==> config.mk <==
export PLATFORM = sky130hd
export DESIGN_NAME = pwg_top
export DESIGN_NICKNAME = d
export VERILOG_FILES = /design/src/verilog/pwg_pkg.sv /design/src/verilog/pwg_gen.sv /design/src/verilog/pwg_top.sv
export SDC_FILE = /design/constraint.sdc
export NUM_CORES = 2
export LEC_CHECK = 0
export BUFFER_PORTS_ARGS = -buffer_cell sky130_fd_sc_hd__buf_2
export CELL_PAD_IN_SITES_DETAIL_PLACEMENT = 0
export CELL_PAD_IN_SITES_GLOBAL_PLACEMENT = 1
export CORE_UTILIZATION = 53
export CTS_CLUSTER_DIAMETER = 40
export DETAILED_ROUTE_END_ITERATION = 8
export PLACE_DENSITY_LB_ADDON = 0.15
export REMOVE_ABC_BUFFERS = 1
export SETUP_SLACK_MARGIN = 0.1
export SLEW_MARGIN = 20
export SYNTH_ARGS = -nofsm -noshare
export SYNTH_HDL_FRONTEND = slang
export SYNTH_SLANG_ARGS = --single-unit
==> constraint.sdc <==
create_clock -name I_CORE_CLK -period 17.8 [get_ports I_CORE_CLK]
set_clock_uncertainty 0.15 [all_clocks]
set_input_delay 3.56 -clock I_CORE_CLK [delete_from_list [all_inputs] [get_ports I_CORE_CLK]]
set_output_delay 3.56 -clock I_CORE_CLK [all_outputs]
set_load 0.03 [all_outputs]
==> src/verilog/pwg_pkg.sv <==
`default_nettype none
package pwg_pkg;
    localparam int NGEN = 4;
    localparam int NFLT = 4;
    localparam int DW = 32;
    localparam int AW = 9;
    localparam int BLK_LSB = 6;
    localparam int OFS_LSB = 2;
    localparam logic [2:0] BLK_MOD = 3'h0;
    localparam logic [2:0] BLK_GEN0 = 3'h1;
    localparam logic [2:0] BLK_LAST = 3'h4;
    localparam logic [3:0] OFS_MOD_IEN = 4'h0;
    localparam logic [3:0] OFS_MOD_RIS = 4'h1;
    localparam logic [3:0] OFS_MOD_MIS = 4'h2;
    localparam logic [3:0] OFS_MOD_SET = 4'h3;
    localparam logic [3:0] OFS_MOD_CLR = 4'h4;
    localparam logic [3:0] OFS_CTRL = 4'h0;
    localparam logic [3:0] OFS_PER = 4'h1;
    localparam logic [3:0] OFS_CMPA = 4'h2;
    localparam logic [3:0] OFS_CMPB = 4'h3;
    localparam logic [3:0] OFS_IEN = 4'h4;
    localparam logic [3:0] OFS_RIS = 4'h5;
    localparam logic [3:0] OFS_MIS = 4'h6;
    localparam logic [3:0] OFS_CNT = 4'h7;
    localparam logic [3:0] OFS_ACT = 4'h8;
    localparam logic [3:0] OFS_IEN_SET = 4'h9;
    localparam logic [3:0] OFS_IEN_CLR = 4'ha;
    localparam int NEV = 6;
    localparam int EV_ZERO = 0;
    localparam int EV_LOAD = 1;
    localparam int EV_AU = 2;
    localparam int EV_AD = 3;
    localparam int EV_BU = 4;
    localparam int EV_BD = 5;
    localparam int TRIG_LSB = 8;
    localparam int NTRIG = 4;
    localparam int IEN_W = 12;
    localparam int CTRL_RUN = 0;
    localparam int CTRL_UPDN = 1;
    localparam logic [1:0] RST_CTRL = 2'h0;
    localparam logic [IEN_W-1:0] RST_IEN = 12'h000;
    localparam logic [NEV-1:0] RST_RIS = 6'h00;
    localparam logic [7:0] RST_MOD_IEN = 8'h00;
    typedef enum logic {DIR_UP = 1'b0, DIR_DOWN = 1'b1} pwg_dir_t;
endpackage : pwg_pkg
`default_nettype wire

==> src/verilog/pwg_gen.sv <==
`timescale 1ns/1ns
`default_nettype none
module pwg_gen
    import pwg_pkg::*;
#(
    parameter int CNT_W = 16
)
(
    input wire logic i_clk,
    input wire logic i_srst,
    input wire logic i_run,
    input wire logic i_updown,
    input wire logic i_per_wr,
    input wire logic [CNT_W-1:0] i_per_wdata,
    input wire logic [CNT_W-1:0] i_cmpa,
    input wire logic [CNT_W-1:0] i_cmpb,
    output logic [CNT_W-1:0] o_count,
    output logic [CNT_W-1:0] o_per_prog,
    output logic [CNT_W-1:0] o_per_act,
    output logic [NEV-1:0] o_evt
);
    logic [CNT_W-1:0] cnt_q;
    logic [CNT_W-1:0] act_q;
    logic [CNT_W-1:0] pend_q;
    logic pend_vld_q;
    pwg_dir_t dir_q;
    logic [CNT_W-1:0] load_v;
    logic [CNT_W-1:0] new_act;
    logic at_zero;

    assign load_v = i_updown ? (act_q >> 1) : (act_q - 1'b1);
    assign at_zero = (cnt_q == '0);
    assign new_act = pend_vld_q ? pend_q : act_q;

    // (RULE7) Period held pending
    // (RULE8) Latest write wins
    always_ff @(posedge i_clk)
    begin
        if (i_srst)
        begin
            pend_q <= '0;
            pend_vld_q <= 1'b0;
        end
        else if (i_per_wr)
        begin
            pend_q <= i_per_wdata;
            pend_vld_q <= 1'b1;
        end
        else if (i_run && at_zero)
        begin
            pend_vld_q <= 1'b0;
        end
    end

    // (RULE7) Apply at zero
    always_ff @(posedge i_clk)
    begin
        if (i_srst)
        begin
            act_q <= '0;
        end
        else if (i_run && at_zero)
        begin
            act_q <= new_act;
        end
    end

    // (RULE6) Period tick counter
    always_ff @(posedge i_clk)
    begin
        if (i_srst)
        begin
            cnt_q <= '0;
            dir_q <= DIR_DOWN;
        end
        else if (i_run)
        begin
            if (at_zero)
            begin
                cnt_q <= i_updown ? CNT_W'((new_act >> 1) != '0) : new_act - 1'b1;
                dir_q <= i_updown ? DIR_UP : DIR_DOWN;
            end
            else if (i_updown && dir_q == DIR_UP)
            begin
                if (cnt_q >= load_v)
                begin
                    cnt_q <= cnt_q - 1'b1;
                    dir_q <= DIR_DOWN;
                end
                else
                begin
                    cnt_q <= cnt_q + 1'b1;
                end
            end
            else
            begin
                cnt_q <= cnt_q - 1'b1;
            end
        end
    end

    // (RULE3) Counter and compare events
    always_comb
    begin
        o_evt = '0;
        if (i_run)
        begin
            o_evt[EV_ZERO] = at_zero;
            o_evt[EV_LOAD] = (cnt_q == load_v);
            o_evt[EV_AU] = (cnt_q == i_cmpa) && (dir_q == DIR_UP);
            o_evt[EV_AD] = (cnt_q == i_cmpa) && (dir_q == DIR_DOWN);
            o_evt[EV_BU] = (cnt_q == i_cmpb) && (dir_q == DIR_UP);
            o_evt[EV_BD] = (cnt_q == i_cmpb) && (dir_q == DIR_DOWN);
        end
    end

    assign o_count = cnt_q;
    assign o_per_prog = pend_q;
    assign o_per_act = act_q;
endmodule : pwg_gen
`default_nettype wire

==> src/verilog/pwg_top.sv <==
// Added by the designer: the register addresses and the plain strobed port.
`timescale 1ns/1ns
`default_nettype none
// Contract
// (RULE1) Writing one to a generator status bit clears only that bit.
// (RULE2) Raw and masked generator status are readable at separate offsets.
// (RULE3) Six counter and comparator events latch as generator status bits.
// (RULE4) Setting a generator enable bit unmasks that event as interrupt or trigger.
// (RULE5) Clearing an enable bit masks; triggers cover zero, load, B up and down.
// (RULE6) Period equals programmed ticks between successive counter-zero pulses; in up-down mode an odd period above 1 runs one tick short.
// (RULE7) New period applies at next zero; reads return the programmed value.
// (RULE8) Several period writes before update keep only the latest.
// (RULE9) Module enable has one bit per generator and per fault input.
// (RULE10) Software clears the generator source early in its handler.
// (RULE11) Generator request is OR of status AND enable, gated by module enable.
// (RULE12) Writing zero to status has no effect; status resets to zero.
module pwg_top
    import pwg_pkg::*;
#(
    parameter int CNT_W = 16
)
(
    input wire logic I_CORE_CLK,
    input wire logic I_SRST,
    input wire logic [AW-1:0] I_ADDR,
    input wire logic [DW-1:0] I_WDATA,
    input wire logic I_WR,
    input wire logic I_RD,
    output logic [DW-1:0] O_RDATA,
    input wire logic [NFLT-1:0] I_FAULT,
    output logic [NGEN-1:0] O_GEN_IRQ,
    output logic [NGEN-1:0] O_TRIG,
    output logic O_IRQ
);
    localparam int PAD = DW - CNT_W;

    logic [2:0] blk;
    logic [3:0] ofs;
    logic [1:0] gidx;
    logic gsel;
    logic mod_wr;
    logic mod_rd;
    logic mod_ien_wr;
    logic mod_set_wr;
    logic mod_clr_wr;
    logic mod_ris_rd;

    logic [7:0] mod_ien_q;
    logic [NFLT-1:0] flt_s1_q;
    logic [NFLT-1:0] flt_s2_q;
    logic [NFLT-1:0] flt_prev_q;
    logic [NFLT-1:0] flt_sts_q;
    logic [NFLT-1:0] flt_clr;
    logic [7:0] mod_ris;
    logic [7:0] mod_mis;

    logic [1:0] ctrl_q [NGEN];
    logic [CNT_W-1:0] cmpa_q [NGEN];
    logic [CNT_W-1:0] cmpb_q [NGEN];
    logic [IEN_W-1:0] ien_q [NGEN];
    logic [NEV-1:0] ris_q [NGEN];
    logic [NEV-1:0] evt [NGEN];
    logic [CNT_W-1:0] cnt [NGEN];
    logic [CNT_W-1:0] per_prog [NGEN];
    logic [CNT_W-1:0] per_act [NGEN];
    logic [NGEN-1:0] gen_irq_raw;
    logic [NGEN-1:0] trig_d;
    logic [NGEN-1:0] gen_irq_d;
    logic irq_d;
    logic [DW-1:0] rdata_d;

    // Address decode
    assign blk = I_ADDR[BLK_LSB +: 3];
    assign ofs = I_ADDR[OFS_LSB +: 4];
    assign gidx = 2'(blk - BLK_GEN0);
    assign gsel = (blk >= BLK_GEN0) && (blk <= BLK_LAST);
    assign mod_wr = I_WR && (blk == BLK_MOD);
    assign mod_rd = I_RD && (blk == BLK_MOD);
    assign mod_ien_wr = mod_wr && (ofs == OFS_MOD_IEN);
    assign mod_set_wr = mod_wr && (ofs == OFS_MOD_SET);
    assign mod_clr_wr = mod_wr && (ofs == OFS_MOD_CLR);
    assign mod_ris_rd = mod_rd && (ofs == OFS_MOD_RIS);

    // (RULE9) Module enable register
    always_ff @(posedge I_CORE_CLK)
    begin
        if (I_SRST)
        begin
            mod_ien_q <= RST_MOD_IEN;
        end
        else if (mod_ien_wr)
        begin
            mod_ien_q <= I_WDATA[7:0];
        end
        else if (mod_set_wr)
        begin
            mod_ien_q <= mod_ien_q | I_WDATA[7:0];
        end
        else if (mod_clr_wr)
        begin
            mod_ien_q <= mod_ien_q & ~I_WDATA[7:0];
        end
    end

    // Fault pin synchroniser
    always_ff @(posedge I_CORE_CLK)
    begin
        if (I_SRST)
        begin
            flt_s1_q <= '0;
            flt_s2_q <= '0;
            flt_prev_q <= '0;
        end
        else
        begin
            flt_s1_q <= I_FAULT;
            flt_s2_q <= flt_s1_q;
            flt_prev_q <= flt_s2_q;
        end
    end

    // Fault sticky status, read clears, set wins
    assign flt_clr = mod_ris_rd ? flt_sts_q : '0;
    always_ff @(posedge I_CORE_CLK)
    begin
        if (I_SRST)
        begin
            flt_sts_q <= '0;
        end
        else
        begin
            flt_sts_q <= (flt_sts_q & ~flt_clr) | (flt_s2_q & ~flt_prev_q);
        end
    end

    assign mod_ris = {flt_sts_q, gen_irq_raw};
    // (RULE9) Module level masking
    assign mod_mis = mod_ris & mod_ien_q;

    genvar g;
    generate
        for (g = 0; g < NGEN; g++)
        begin : g_gen
            localparam logic [2:0] GBLK = 3'(int'(BLK_GEN0) + g);
            logic wr_sel;
            logic per_wr;
            logic ctrl_wr;
            logic cmpa_wr;
            logic cmpb_wr;
            logic ien_wr;
            logic ien_set_wr;
            logic ien_clr_wr;
            logic ris_wr;
            logic [NEV-1:0] clr;
            logic [NTRIG-1:0] trig_src;
            logic [NTRIG-1:0] trig_en;

            // Per register write strobes
            assign wr_sel = I_WR && (blk == GBLK);
            assign per_wr = wr_sel && (ofs == OFS_PER);
            assign ctrl_wr = wr_sel && (ofs == OFS_CTRL);
            assign cmpa_wr = wr_sel && (ofs == OFS_CMPA);
            assign cmpb_wr = wr_sel && (ofs == OFS_CMPB);
            assign ien_wr = wr_sel && (ofs == OFS_IEN);
            assign ien_set_wr = wr_sel && (ofs == OFS_IEN_SET);
            assign ien_clr_wr = wr_sel && (ofs == OFS_IEN_CLR);
            assign ris_wr = wr_sel && (ofs == OFS_RIS);

            always_ff @(posedge I_CORE_CLK)
            begin
                if (I_SRST)
                begin
                    ctrl_q[g] <= RST_CTRL;
                end
                else if (ctrl_wr)
                begin
                    ctrl_q[g] <= I_WDATA[1:0];
                end
            end

            always_ff @(posedge I_CORE_CLK)
            begin
                if (I_SRST)
                begin
                    cmpa_q[g] <= '0;
                    cmpb_q[g] <= '0;
                end
                else if (cmpa_wr)
                begin
                    cmpa_q[g] <= I_WDATA[CNT_W-1:0];
                end
                else if (cmpb_wr)
                begin
                    cmpb_q[g] <= I_WDATA[CNT_W-1:0];
                end
            end

            // (RULE4) Enable set bits
            // (RULE5) Enable clear masks
            always_ff @(posedge I_CORE_CLK)
            begin
                if (I_SRST)
                begin
                    ien_q[g] <= RST_IEN;
                end
                else if (ien_wr)
                begin
                    ien_q[g] <= I_WDATA[IEN_W-1:0];
                end
                else if (ien_set_wr)
                begin
                    ien_q[g] <= ien_q[g] | I_WDATA[IEN_W-1:0];
                end
                else if (ien_clr_wr)
                begin
                    ien_q[g] <= ien_q[g] & ~I_WDATA[IEN_W-1:0];
                end
            end

            // (RULE1) Write one clears
            // (RULE12) Zero writes ignored
            assign clr = ris_wr ? I_WDATA[NEV-1:0] : '0;

            // (RULE3) Latch events, set wins
            // (RULE12) Status resets clear
            always_ff @(posedge I_CORE_CLK)
            begin
                if (I_SRST)
                begin
                    ris_q[g] <= RST_RIS;
                end
                else
                begin
                    ris_q[g] <= (ris_q[g] & ~clr) | evt[g];
                end
            end

            // (RULE6) Period tick counter
            // (RULE7) Deferred period update
            // (RULE8) Latest write kept
            pwg_gen #(
                .CNT_W(CNT_W)
            ) u_gen (
                .i_clk(I_CORE_CLK),
                .i_srst(I_SRST),
                .i_run(ctrl_q[g][CTRL_RUN]),
                .i_updown(ctrl_q[g][CTRL_UPDN]),
                .i_per_wr(per_wr),
                .i_per_wdata(I_WDATA[CNT_W-1:0]),
                .i_cmpa(cmpa_q[g]),
                .i_cmpb(cmpb_q[g]),
                .o_count(cnt[g]),
                .o_per_prog(per_prog[g]),
                .o_per_act(per_act[g]),
                .o_evt(evt[g])
            );

            // (RULE11) Status AND enable
            assign gen_irq_raw[g] = |(ris_q[g] & ien_q[g][NEV-1:0]);
            // (RULE11) Module gate
            assign gen_irq_d[g] = gen_irq_raw[g] & mod_ien_q[g];

            // (RULE5) Trigger source select
            assign trig_src = {evt[g][EV_BD], evt[g][EV_BU], evt[g][EV_LOAD], evt[g][EV_ZERO]};
            assign trig_en = ien_q[g][TRIG_LSB +: NTRIG];
            assign trig_d[g] = |(trig_src & trig_en);
        end
    endgenerate

    assign irq_d = |mod_mis;

    // (RULE11) Generator request outputs
    always_ff @(posedge I_CORE_CLK)
    begin
        if (I_SRST)
        begin
            O_GEN_IRQ <= '0;
        end
        else
        begin
            O_GEN_IRQ <= gen_irq_d;
        end
    end

    // (RULE5) Trigger pulse outputs
    always_ff @(posedge I_CORE_CLK)
    begin
        if (I_SRST)
        begin
            O_TRIG <= '0;
        end
        else
        begin
            O_TRIG <= trig_d;
        end
    end

    // (RULE9) Combined interrupt output
    always_ff @(posedge I_CORE_CLK)
    begin
        if (I_SRST)
        begin
            O_IRQ <= 1'b0;
        end
        else
        begin
            O_IRQ <= irq_d;
        end
    end

    // (RULE2) Raw and masked views
    always_comb
    begin
        rdata_d = '0;
        if (blk == BLK_MOD)
        begin
            case (ofs)
                OFS_MOD_IEN: rdata_d = {24'h000000, mod_ien_q};
                OFS_MOD_RIS: rdata_d = {24'h000000, mod_ris};
                OFS_MOD_MIS: rdata_d = {24'h000000, mod_mis};
                default: rdata_d = '0;
            endcase
        end
        else if (gsel)
        begin
            case (ofs)
                OFS_CTRL: rdata_d = {30'h00000000, ctrl_q[gidx]};
                // (RULE7) Programmed period readback
                OFS_PER: rdata_d = {{PAD{1'b0}}, per_prog[gidx]};
                OFS_CMPA: rdata_d = {{PAD{1'b0}}, cmpa_q[gidx]};
                OFS_CMPB: rdata_d = {{PAD{1'b0}}, cmpb_q[gidx]};
                OFS_IEN: rdata_d = {20'h00000, ien_q[gidx]};
                OFS_RIS: rdata_d = {26'h0000000, ris_q[gidx]};
                OFS_MIS: rdata_d = {26'h0000000, ris_q[gidx] & ien_q[gidx][NEV-1:0]};
                OFS_CNT: rdata_d = {{PAD{1'b0}}, cnt[gidx]};
                OFS_ACT: rdata_d = {{PAD{1'b0}}, per_act[gidx]};
                default: rdata_d = '0;
            endcase
        end
    end

    // Read data register
    always_ff @(posedge I_CORE_CLK)
    begin
        if (I_SRST)
        begin
            O_RDATA <= '0;
        end
        else if (I_RD)
        begin
            O_RDATA <= rdata_d;
        end
        else
        begin
            O_RDATA <= '0;
        end
    end
endmodule : pwg_top
`default_nettype wire

==> impl_metrics.tcl <==
set metrics [dict create \
    cts_resized 0 \
    track_usage 0.408 \
    htree_levels 3 \
    drive_above_1_share 0.120 \
    syn_area_um2 30300 \
    hold_class "reg2reg" \
    crit_type "in2reg" \
    async_flop_share 0 \
    rsz0062_at_grt "no" \
    path_max_fanout 52 \
    clock-root-buffer "clkbuf_16" \
    hpwl_um 85600 \
    synth.avg_cell_area_um2 8.57 \
    first_global_vias 25900 \
    worst_ir_drop_vdd_v 0.000189 \
    stdcell_area_um2 33800 \
    power.leakage_uw 0.0124 \
    hold_buffers 0 \
    crit_buf_inv 3 \
    drc 0 \
    drtPass1Iterations 6 \
    grt_overflow 0 \
    routedWlPerCell_um 28.1 \
    reg2reg_slack_ns 11.72 \
    synth_edf_count 184 \
    vias 28300 \
    ys.flop_type "dfxtp_1" \
    std_cell_rows 87 \
    grt_pass1_wl_um 170000 \
    pwr_density_cell_nw_per_um2 133 \
    grt_max_degree 160 \
    drt_wl_total_um 119000 \
    avgViaCountPerCell 6.67 \
    cts_buffers 83 \
    ys_ff_latch 457 \
    die_w_um 241 \
    fmax_mhz 130 \
    min_period_over_period 0.431 \
    ant_nets 0 \
    coreArea_um2 56400 \
    clockBufferDepth 3 \
    syn_inst 3531 \
    die-height_um 241 \
    drtIter0Drc 4097 \
    finalNonFillerCells 4245 \
    start_util 0.537 \
    maxSlewHeadroom 0.218 \
    gp_congestion 1.08 \
    status "finished, final reports clean" \
    final_hold_viol_count 0 \
    cts_setup_buffers 0 \
    finalSetupTns_ns 0 \
    endpoint_kind "flip-flop" \
    max_stage_delay_ns 0.77 \
    report.final.slew_viol_count 0 \
    syn2layout_area_growth_pct 11.6 \
    worst_slew_pin_slew_ns 1.17 \
    dieArea_um2 58100 \
    arrival_ns 8.01 \
    preCtsSetupSlack_ns 9.62 \
    io_pins 90 \
    yosys_warnings 0 \
    worst_setup_path_start_kind "input pin" \
    crit_slowest_cell "ha_4" \
    fin_util 0.599 \
    clock_latency_ns 0.64 \
    dp.cells 4086 \
    setup_slack_ns 10.13 \
    portBuffers 55 \
    cp_top_family "compound AO/OA/AOI/OAI gates" \
    finalSetupViolations 0 \
    worstPathRequired_ns 18.14 \
    post-route-min-period_ns 7.67 \
    clkTransAtPathRegs_ns 0.06 \
    nets 3552 \
    antenna_found_initial 4 \
    ys_types 79 \
    cts_tree "yes" \
    clock_sinks 457 \
    drv_cap 0 \
    path_cells "buf_4 -> inv_1 -> ha_4 -> buf_4 -> mux4_2 -> a221oi_1 -> o21ai_0 -> a221oi_1 -> o22ai_1" \
    seq_area_frac_synth 0.363 \
    num-fill-cells 4956 \
    place_area_um2 30700 \
]
Yosys cell counts, types with 85 or more instances:
library cell  number  share of area
edfxtp_1         184           0.18
o21ai_0          134          0.022
dfxtp_1          273           0.18
mux4_2           100          0.074
a21oi_1          306          0.051
nor2_1           291          0.036
xor2_1           152          0.044
clkbuf_1         271          0.034
xnor2_1           85          0.025
ha_1              88          0.036
and2_1           138          0.029
mux2i_1          105          0.035
nor3_1           108          0.018
nand2_1          526          0.065
worst paths after layout:
check	from	to	cells past startpoint
hold reg to reg	flt_s1_q[3]	flt_s2_q[3]	1
hold / removal	flt_s1_q[3]	flt_s2_q[3]	1
setup reg to reg	g_gen[0].u_gen.o_per_act[3]	g_gen[0].u_gen.o_count[14]	16
setup / recovery	I_ADDR[6]	O_RDATA[5]	9
layout make-up:
class	count	area, um2	share of cell area
repair buffers	114	742	0.0220
clock inverters	61	761	0.0225
diodes	3	7.51	0.000222
well taps	756	946	0.0280
flip-flops and latches	457	11000	0.325
clock buffers	95	2230	0.0659
multi-input cells	2713	17900	0.531
inverters	46	173	0.00511
metrics by stage:
stage | hold slack, ns | total power, uW
2_1_floorplan | 0.264 | 2240
3_3_place_gp | 0.269 | 2720
3_5_place_dp | 0.277 | 2760
4_1_cts | 0.291 | 4450
5_1_grt | 0.305 | 4670
6_report | 0.288 | 4500
kinds of logic after synthesis:
kind of cell / Yosys count / synth area share
mux: 216 / 0.113
flops: 457 / 0.363
buf+inv: 376 / 0.0492
compound gates: 687 / 0.136
simple gates: 1469 / 0.233
xor+xnor: 237 / 0.0686
other cells: 1 / 0.000124
fa+ha+maj: 88 / 0.0364
placed cells by master (no fill, tap or decap), types with 15 or more instances in the layout:
master     Yosys  final
conb_1         1     16
nor2b_1       34     34
buf_2          5     53
a31oi_1       23     23
nor4_1        59     57
nand4_1       48     48
nor3_1       108     99
dfxtp_1      273    273
inv_1         42     42
mux2i_1      105    105
a21oi_1      306    306
inv_6          0     15
nand2b_1      30     30
ha_1          88     87
nor3b_1       27     27
o22ai_1       25     25
and2_1       138    138
buf_4         17     59
clkbuf_16      0     86
edfxtp_1     184    184
and3_1        29     29
xor2_1       152    152
mux4_2       100    100
or4_1         17     17
nand2_1      526    526
o211ai_1      15     15
a22oi_1       66     66
or3_1         37     37
o21ai_0      134    124
xnor2_1       85     85
a211oi_1      21     21
nand3_1       78     78
nor2_1       291    288
report_power, final:
part	switching, uW	total [uW]	internal [uW]
Sequential	268	1450	1180
Clock	629	1700	1070
Combinational	811	1350	543
flip-flops by register name, indices dropped and copies added, names as in the netlist, 8 cells and up, named ones only:
register and cells:
cmpa_q 64, cmpb_q 64, g_gen.u_gen.o_count 64, g_gen.u_gen.o_per_act 64
g_gen.u_gen.o_per_prog 64, ien_q 48, ris_q 24, O_RDATA 16
ctrl_q 8
layer usage:
layer	up-vias	track usage	share of wire
met3	350	0.132	0.15
met4	0	0.245	0.064
met2	1919	0.575	0.42
met5	-	0	0
li1	12400	-	-
met1	13600	0.542	0.38
worst register-to-register path: cells and delay by family, from the launching register on:
family                   cells  cell delay, ns
AO/OA/AOI/OAI                3            1.08
XOR/XNOR                     1            0.17
adder cells (fa/ha/maj)      1            0.31
flip-flops                   1            0.49
AND/OR/NAND/NOR             11            3.81
Note: power is estimated with default switching activity, not from simulation.
